$ cat config.mk
export PLATFORM = sky130hd
export DESIGN_NAME = torque_inhibit_monitor
export DESIGN_NICKNAME = d
export VERILOG_FILES = /design/src/design/inhibit_mon_pkg.sv /design/src/design/torque_inhibit_monitor.sv
export SDC_FILE = /design/constraint.sdc
export NUM_CORES = 1
export LEC_CHECK = 0
export CAP_MARGIN = 20
export CORE_UTILIZATION = 57
export CTS_CLUSTER_DIAMETER = 120
export DETAILED_ROUTE_END_ITERATION = 10
export DONT_BUFFER_PORTS = 1
export GPL_TIMING_DRIVEN = 0
export PLACE_DENSITY = 0.77
export SKIP_LAST_GASP = 1
export SLEW_MARGIN = 20
export SYNTH_ARGS = -nofsm -noshare
export SYNTH_HDL_FRONTEND = slang
export SYNTH_SLANG_ARGS = --single-unit
$ cat constraint.sdc
create_clock -name clk_i -period 2.1 [get_ports clk_i]
set_input_delay 0.21 -clock clk_i [delete_from_list [all_inputs] [get_ports clk_i]]
set_output_delay 0.21 -clock clk_i [all_outputs]
set_load 0.01 [all_outputs]
$ cat src/design/inhibit_mon_pkg.sv
// Constants, types and register map of the dual-channel torque inhibit monitor
//
// Overview of operation
// - Both inputs low: block start, status on unless fault latched
// - Both inputs high: allow software run unless fault latched, status off
// - Inputs disagree: block start, status off
// - Disagreement up to 1.6 s raises no fault
// - Disagreement beyond 3.0 s always raises fault
// - Fault latches by itself, no input change needed
// - Fault holds start blocked until power cycle
// - Low test pulses under 2 ms are ignored
// - Low level acted on after about 6 ms
// - Trip when inhibited while running or starting
// - Internal circuit fault also raises the trip
// - History entry only at start or running
// - Unconnected inputs trip on first start attempt
// - Only opposite channel states count as fault
package inhibit_mon_pkg;

  // Clock rate
  localparam int unsigned CLK_HZ          = 40_000_000;
  localparam int unsigned CYC_PER_MS      = CLK_HZ / 1000;

  // Input timing in milliseconds
  localparam int unsigned PULSE_IGNORE_MS = 2;     // Longest ignored test pulse
  localparam int unsigned LOW_REACT_MS    = 6;     // Low level accepted after this
  localparam int unsigned TOLERATE_MS     = 1600;  // Disagreement always tolerated
  localparam int unsigned FAULT_MAX_MS    = 3000;  // Disagreement always faulted
  localparam int unsigned FAULT_TYP_MS    = 2300;  // Chosen trip point in between

  // Derived cycle counts
  localparam int unsigned LOW_REACT_CYC   = LOW_REACT_MS * CYC_PER_MS;
  localparam int unsigned FAULT_CYC       = FAULT_TYP_MS * CYC_PER_MS;
  localparam int unsigned TIMER_W         = 32;

  // Avalon register byte offsets
  localparam logic [3:0] CTRL_OFS   = 4'h0;
  localparam logic [3:0] STATUS_OFS = 4'h4;
  localparam logic [3:0] HIST_OFS   = 4'h8;

  // Control register bits
  localparam int unsigned CTRL_RUN_EN_BIT = 0;  // Software run permission
  localparam int unsigned CTRL_START_BIT  = 1;  // Write 1: start attempt
  localparam int unsigned CTRL_STOP_BIT   = 2;  // Write 1: stop request

  // Status register bits
  localparam int unsigned STAT_TRIP_BIT   = 6;  // Sticky trip, write 1 clears

  // Reset values
  localparam logic        RUN_EN_RST = 1'b0;
  localparam logic [15:0] HIST_RST   = 16'h0000;
  localparam logic [31:0] ZERO_WORD  = 32'h0000_0000;

  // Monitor states
  typedef enum logic [1:0] {
    ST_SAFE,
    ST_ENABLED,
    ST_MISMATCH,
    ST_FAULT
  } mon_state_t;

  // Drive control command strobes
  typedef struct packed {
    logic start;  // Start attempt pulse
    logic stop;   // Stop request pulse
  } drive_cmd_t;

  // Status register layout, low byte
  typedef struct packed {
    logic       safe_on;   // Bit 7
    logic       trip;      // Bit 6
    logic       running;   // Bit 5
    logic       fault;     // Bit 4
    logic       filt_b;    // Bit 3
    logic       filt_a;    // Bit 2
    mon_state_t state;     // Bits 1:0
  } status_t;

endpackage : inhibit_mon_pkg

$ cat src/design/torque_inhibit_monitor.sv
// Dual-channel torque inhibit monitor with Avalon-MM register access
`timescale 1ns/1ps

module torque_inhibit_monitor #(
  parameter int unsigned LOW_REACT_CYC = inhibit_mon_pkg::LOW_REACT_CYC,  // Low filter length
  parameter int unsigned FAULT_CYC     = inhibit_mon_pkg::FAULT_CYC       // Mismatch limit
) (
  input  wire logic                        clk_i,
  input  wire logic                        rst_n_i,
  // Safety channel inputs
  input  wire logic                        inhibit_channel_a_in_i,
  input  wire logic                        inhibit_channel_b_in_i,
  // Drive control side
  input  wire inhibit_mon_pkg::drive_cmd_t drive_cmd_i,
  input  wire logic                        internal_fault_i,
  output logic                             drive_enable_o,
  output logic                             safe_state_status_o,
  output logic                             inhibit_trip_o,
  output logic                             trip_history_o,
  // Avalon-MM slave
  input  wire logic [3:0]                  address_i,
  input  wire logic                        read_i,
  input  wire logic                        write_i,
  input  wire logic [31:0]                 writedata_i,
  input  wire logic [3:0]                  byteenable_i,
  output logic [31:0]                      readdata_o,
  output logic                             waitrequest_o
);

  // Raw channel inputs as a vector
  logic [1:0] raw_in;
  // Filtered channel levels, high means released
  logic [1:0] filt_q;

  assign raw_in = {inhibit_channel_b_in_i, inhibit_channel_a_in_i};

  // Per-channel synchroniser and low-level filter
  generate
    for (genvar ch = 0; ch < 2; ch++) begin : g_chan
      logic        meta_q;   // First stage, read only by the second
      logic        sync_q;   // Synchronised level
      logic [31:0] low_q;    // Cycles spent low
      logic        low_done;

      assign low_done = (low_q >= 32'(LOW_REACT_CYC) - 32'h1);

      // Two-stage synchroniser
      always_ff @(posedge clk_i) begin
        if (!rst_n_i) begin
          meta_q <= 1'b0;
          sync_q <= 1'b0;
        end else begin
          meta_q <= raw_in[ch];
          sync_q <= meta_q;
        end
      end

      // Low must persist before it is believed; highs pass at once
      always_ff @(posedge clk_i) begin
        if (!rst_n_i) begin
          low_q       <= 32'h0;
          filt_q[ch]  <= 1'b0;
        end else if (sync_q) begin
          low_q       <= 32'h0;
          filt_q[ch]  <= 1'b1;
        end else if (low_done) begin
          filt_q[ch]  <= 1'b0;
        end else begin
          low_q       <= low_q + 32'h1;
        end
      end
    end
  endgenerate

  // Channel agreement decode
  logic both_high;
  logic both_low;
  logic disagree;

  assign both_high = filt_q[0] & filt_q[1];
  assign both_low  = ~filt_q[0] & ~filt_q[1];
  assign disagree  = filt_q[0] ^ filt_q[1];

  // Disagreement timer and fault latch
  logic [31:0] mis_q;
  logic        fault_q;
  logic        mis_limit;

  assign mis_limit = disagree & (mis_q >= 32'(FAULT_CYC) - 32'h1);

  // Timer runs only while channels oppose each other
  always_ff @(posedge clk_i) begin
    if (!rst_n_i) begin
      mis_q <= 32'h0;
    end else if (!disagree) begin
      mis_q <= 32'h0;
    end else if (!mis_limit) begin
      mis_q <= mis_q + 32'h1;
    end
  end

  // Fault latch; only a reset (power cycle) releases it
  always_ff @(posedge clk_i) begin
    if (!rst_n_i) begin
      fault_q <= 1'b0;
    end else if (mis_limit) begin
      fault_q <= 1'b1;
    end
  end

  // Monitor state
  inhibit_mon_pkg::mon_state_t state_d;
  inhibit_mon_pkg::mon_state_t state_q;

  // Next state from fault latch and channel levels
  always_comb begin
    state_d = inhibit_mon_pkg::ST_SAFE;
    case (1'b1)
      fault_q:   state_d = inhibit_mon_pkg::ST_FAULT;
      both_high: state_d = inhibit_mon_pkg::ST_ENABLED;
      both_low:  state_d = inhibit_mon_pkg::ST_SAFE;
      disagree:  state_d = inhibit_mon_pkg::ST_MISMATCH;
      default:   state_d = inhibit_mon_pkg::ST_SAFE;
    endcase
  end

  // State register
  always_ff @(posedge clk_i) begin
    if (!rst_n_i) begin
      state_q <= inhibit_mon_pkg::ST_SAFE;
    end else begin
      state_q <= state_d;
    end
  end

  // Drive permission and inhibit decode
  logic permit;
  logic inhibited;

  assign permit    = (state_q == inhibit_mon_pkg::ST_ENABLED);
  assign inhibited = ~permit;

  // Register bus decode
  logic        bus_req;
  logic        ack_q;
  logic        wr_take;
  logic        sel_ctrl;
  logic        sel_status;
  logic        sel_hist;

  assign bus_req       = read_i | write_i;
  assign waitrequest_o = bus_req & ~ack_q;
  assign wr_take       = write_i & ack_q;
  assign sel_ctrl      = (address_i == inhibit_mon_pkg::CTRL_OFS);
  assign sel_status    = (address_i == inhibit_mon_pkg::STATUS_OFS);
  assign sel_hist      = (address_i == inhibit_mon_pkg::HIST_OFS);

  // Software command decode, low byte lane only
  logic ctrl_wr;
  logic sw_start;
  logic sw_stop;
  logic trip_clr;

  assign ctrl_wr  = wr_take & sel_ctrl & byteenable_i[0];
  assign sw_start = ctrl_wr & writedata_i[inhibit_mon_pkg::CTRL_START_BIT];
  assign sw_stop  = ctrl_wr & writedata_i[inhibit_mon_pkg::CTRL_STOP_BIT];
  assign trip_clr = wr_take & sel_status & byteenable_i[0]
                  & writedata_i[inhibit_mon_pkg::STAT_TRIP_BIT];

  // Software run enable bit
  logic run_en_q;

  always_ff @(posedge clk_i) begin
    if (!rst_n_i) begin
      run_en_q <= inhibit_mon_pkg::RUN_EN_RST;
    end else if (ctrl_wr) begin
      run_en_q <= writedata_i[inhibit_mon_pkg::CTRL_RUN_EN_BIT];
    end
  end

  // Start and stop attempts from hardware or software
  logic start_try;
  logic stop_req;
  logic running_q;

  assign start_try = drive_cmd_i.start | sw_start;
  assign stop_req  = drive_cmd_i.stop | sw_stop;

  // Drive run state; inhibition drops it at once
  always_ff @(posedge clk_i) begin
    if (!rst_n_i) begin
      running_q <= 1'b0;
    end else if (inhibited | stop_req | ~run_en_q) begin
      running_q <= 1'b0;
    end else if (start_try) begin
      running_q <= 1'b1;
    end
  end

  // Trip and history events
  logic inhib_event;
  logic trip_set;

  assign inhib_event = inhibited & (start_try | running_q);
  assign trip_set    = inhib_event | internal_fault_i;

  // Trip flag, trip history pulse and entry count
  logic        trip_q;
  logic        hist_q;
  logic [15:0] hist_cnt_q;

  // A new trip wins over a clear in the same cycle
  always_ff @(posedge clk_i) begin
    if (!rst_n_i) begin
      trip_q <= 1'b0;
    end else if (trip_set) begin
      trip_q <= 1'b1;
    end else if (trip_clr) begin
      trip_q <= 1'b0;
    end
  end

  // History entry only for inhibition at start or while running
  always_ff @(posedge clk_i) begin
    if (!rst_n_i) begin
      hist_q     <= 1'b0;
      hist_cnt_q <= inhibit_mon_pkg::HIST_RST;
    end else begin
      hist_q <= inhib_event;
      if (inhib_event) begin
        hist_cnt_q <= hist_cnt_q + 16'h1;
      end
    end
  end

  // Status word assembly
  inhibit_mon_pkg::status_t status;

  assign status.safe_on = (state_q == inhibit_mon_pkg::ST_SAFE);
  assign status.trip    = trip_q;
  assign status.running = running_q;
  assign status.fault   = fault_q;
  assign status.filt_b  = filt_q[1];
  assign status.filt_a  = filt_q[0];
  assign status.state   = state_q;

  // Read multiplexer; unmapped addresses read zero
  logic [31:0] rd_mux;

  assign rd_mux = sel_ctrl   ? {31'h0, run_en_q}
                : sel_status ? {24'h0, status}
                : sel_hist   ? {16'h0, hist_cnt_q}
                : inhibit_mon_pkg::ZERO_WORD;

  // Bus answer: one wait cycle, data valid at the releasing edge
  always_ff @(posedge clk_i) begin
    if (!rst_n_i) begin
      ack_q      <= 1'b0;
      readdata_o <= inhibit_mon_pkg::ZERO_WORD;
    end else begin
      ack_q <= bus_req & ~ack_q;
      if (read_i & ~ack_q) begin
        readdata_o <= rd_mux;
      end
    end
  end

  // Outputs
  assign drive_enable_o      = running_q;
  assign safe_state_status_o = status.safe_on;
  assign inhibit_trip_o      = trip_q;
  assign trip_history_o      = hist_q;

endmodule : torque_inhibit_monitor

==> results.py <==
metrics = {
    "setup_path": {
        "path_class": "flip-flop to flip-flop",
        "cp-end-kind": "flip-flop",
        "critPathMaxFanout": 6,
        "required_ns": 2.56,
        "cp.depth": 8,
        "slowest_stage": "o31ai_4",
        "r2r-end": "mis_q[18]",
        "reg2regPathDepth": 8,
        "path_buf_inv": 2,
        "worstPathArrival_ns": 2.62,
        "crit_chain": "nor4_2 > nand2_1 > o31ai_4 > buf_6 > nand3_4 > buf_8 > or3_1 > a21oi_1",
        "critPathLaunch": "mis_q[29]",
        "cp-start-kind": "flip-flop",
        "worst_path_largest_cell_delay_ns": 0.40,
        "r2r_start": "mis_q[29]",
        "critPathTopFamily": "simple AND/OR/NAND/NOR gates",
        "regToRegSetupSlack_ns": -0.06,
        "crit_end": "mis_q[18]",
    },
    "cells_and_area": {
        "area_growth_pct": 21.0,
        "layout-drive-gt1-share": 0.147,
        "ff_latch_area_sq_um": 2850,
        "final_nets": 783,
        "multi_input_area_sq_um": 3140,
        "final.fill_count": 788,
        "antenna_cells": 0,
    },
    "routing": {
        "drtAntennaViolNets": 0,
        "wl_per_cell_microns": 15.6,
        "wirelength_mm": 13.7,
        "num_vias": 4957,
        "viasPerCell": 5.65,
        "drtPass1Iterations": 5,
        "remaining_drc_errors": 0,
        "drt_iter0_drc": 227,
    },
    "yosys": {
        "ys_seq_area_frac": 0.471,
        "synthTopCellsByArea": "dfxtp_1, and2_1, xor2_1",
        "ys.flop_type": "dfxtp_1",
        "synth_area_sq_um": 6040,
        "syn_area_per_cell_sq_um": 9.11,
        "yosysUniqueCellTypes": 52,
        "yosys.area.top_type": "dfxtp_1",
        "synth_cells": 663,
        "async_reset_ff_frac": 0,
        "yosys_warnings": 0,
        "synth_top_area_frac": 0.471,
        "ys_ff_latch": 142,
        "synth_edf_count": 0,
    },
    "clocking": {
        "cts.sinks": 142,
        "clk_pin_slew_ns": 0.06,
        "cts_max_level": 4,
        "cts_tree": "yes",
        "worstSkewPairLatency_ns": 0.53,
        "cts-root-buf": "clkbuf_8",
        "cts_buffers": 17,
        "cts.path.max_buffers": 2,
    },
    "grt": {
        "grt_first_pass_wirelength_mm": 21.9,
        "grt_use_total": 0.248,
        "grt_pass1_vias": 4753,
        "grt-ovfl-total": 0,
        "antenna_found_initial": 0,
        "grt_max_degree": 17,
    },
    "sta": {
        "fin_worst_skew_ns": 0.00589,
        "relSlewSlack": 0.641,
        "fin_crit_ns": 2.16,
        "worst_slew_pin_slew_ns": 0.539,
        "max_clock_freq_mhz": 463,
        "worst_slack_ns": -0.0606,
        "setup_viol": 5,
        "slew_viol_final": 0,
        "fin_crit_sh": 1.03,
        "rsz0062_at_grt": "yes",
        "fin_hold_ws_ns": 0.0375,
        "hold_viol_final": 0,
    },
    "place": {
        "globalplace.congestion": 0.864,
        "hpwl_mm": 8.56,
        "portBuffers": 0,
    },
    "pwr": {
        "p_leak_uw": 0.00272,
        "p_per_area_nw_per_um2": 797,
        "vdd_drop_max_mv": 0.566,
        "total_power_uw": 5820,
    },
    "outcome": {
        "outcome": "finished with violations",
        "violations": "negative setup slack",
    },
    "die": {
        "die_h_microns": 105,
        "die_w_microns": 105,
        "die_area_sq_um": 11000,
        "core_sq_um": 10300,
        "start_util": 0.588,
        "fp-row-count": 37,
        "pin_count": 86,
    },
    "worst_hold_path": {
        "hold_path.class": "input pin to flip-flop",
    },
    "job": {
        "cap_violations": 0,
    },
}
[through the flow]
stage / cell area [sq um] / instances / TNS [ns] / setup WS, ns / util
2_1_floorplan: 6100 / 678 / 0 / 0.0111 / -
3_3_place_gp: 6270 / 814 / -2.26 / -0.135 / 0.610
3_5_place_dp: 6270 / 814 / -5.07 / -0.235 / 0.610
4_1_cts: 7110 / 870 / -0.0316 / -0.0137 / 0.692
5_1_grt: 7310 / 878 / -1.42 / -0.171 / 0.711
6_report: 7310 / 878 / -0.164 / -0.0606 / 0.711
[worst min path at each step]
stage / start / end / slack, ns / cells after the start
floorplan: drive_cmd_i[0] / drive_enable_o / 0.29 / 1
global placement: drive_cmd_i[0] / drive_enable_o / 0.30 / 1
detailed placement: drive_cmd_i[0] / drive_enable_o / 0.30 / 1
CTS: writedata_i[1] / trip_history_o / 0.01 / 2
global route: writedata_i[1] / trip_history_o / 0.03 / 2
finish: writedata_i[1] / trip_history_o / 0.04 / 2
[registers in the layout, summed over array words and instances (netlist names), 2 cells and up]
name           count
hist_cnt_q        16
state_q            2
mis_q             32
g_chan.meta_q      2
g_chan.sync_q      2
g_chan.low_q      64
readdata_o        16
filt_q             2
[routing by layer]
layer / part of all wire / global-route usage / wire, microns
met1: 0.42 / 0.280 / 5780
met2: 0.50 / 0.440 / 6900
met3: 0.051 / 0.0686 / 703
met4: 0.023 / 0.101 / 312
met5: 0 / 0 / 0
[worst reg2reg max path, delay by kind of cell, from the launching register on]
family / cells / cell delay, ns
AOI/OAI and AO/OA: 2 / 0.54
buffers and inverters: 2 / 0.34
DFF: 1 / 0.32
and+or+nand+nor: 4 / 0.89
[power by group]
| group | total (uW) | internal, uW | switching (uW) |
|---|---|---|---|
| Clock | 2840 | 1740 | 1100 |
| Sequential | 2750 | 2720 | 27.7 |
| Combinational | 238 | 97.9 | 140 |
| Total | 5820 | 4560 | 1260 |
[final cells by class]
cell class | instances | area share
Buffer | 39 | 0.0325
Clock inverter | 11 | 0.0159
Multi-Input combinational cell | 485 | 0.429
Tap cell | 136 | 0.0233
Inverter | 10 | 0.00514
Sequential cell | 142 | 0.390
Clock buffer | 21 | 0.0615
Timing Repair Buffer | 34 | 0.0423
[Yosys cell counts (19+ instances only)]
cell type,count
clkbuf_1,19
nand4_1,22
nor2_1,55
o21ai_0,22
and2_1,50
xor2_1,27
nand2_1,37
nor2b_1,25
nand3_1,35
dfxtp_1,142
a21oi_1,24
or3_1,21
[cells in the final DEF (no fill, tap or decap), types with 21 or more instances in the layout]
master / n
dfxtp_1: 137
nor2_1: 54
and2_1: 50
buf_4: 37
nand2_1: 36
nand3_1: 33
xor2_1: 27
nor2b_1: 25
a21oi_1: 22
nand4_1: 22
o21ai_0: 21
[what timing repair did]
item	4_1_cts	5_1_grt
hold buffers	10	0
buffers inserted	15	7
setup endpoints to repair	52	57
gates cloned	1	1
pin swaps	8	16
hold endpoints to repair	11	0
gates resized for setup	14	35
[cells by family (layout without fill, tap and decap cells)]
| group | count (synthesis) | count (layout) | synth area share |
|---|---|---|---|
| AOI/OAI and AO/OA | 103 | 103 | 0.119 |
| xor gates and xnor gates | 45 | 45 | 0.0652 |
| adders and majority gates | 5 | 5 | 0.0104 |
| buffers and inverters | 51 | 115 | 0.0433 |
| DFF | 142 | 142 | 0.471 |
| muxes | 4 | 4 | 0.00663 |
| other | 1 | 16 | 0.000621 |
| and+or+nand+nor | 312 | 312 | 0.284 |
No activity file was read; power rests on OpenSTA's default activity.
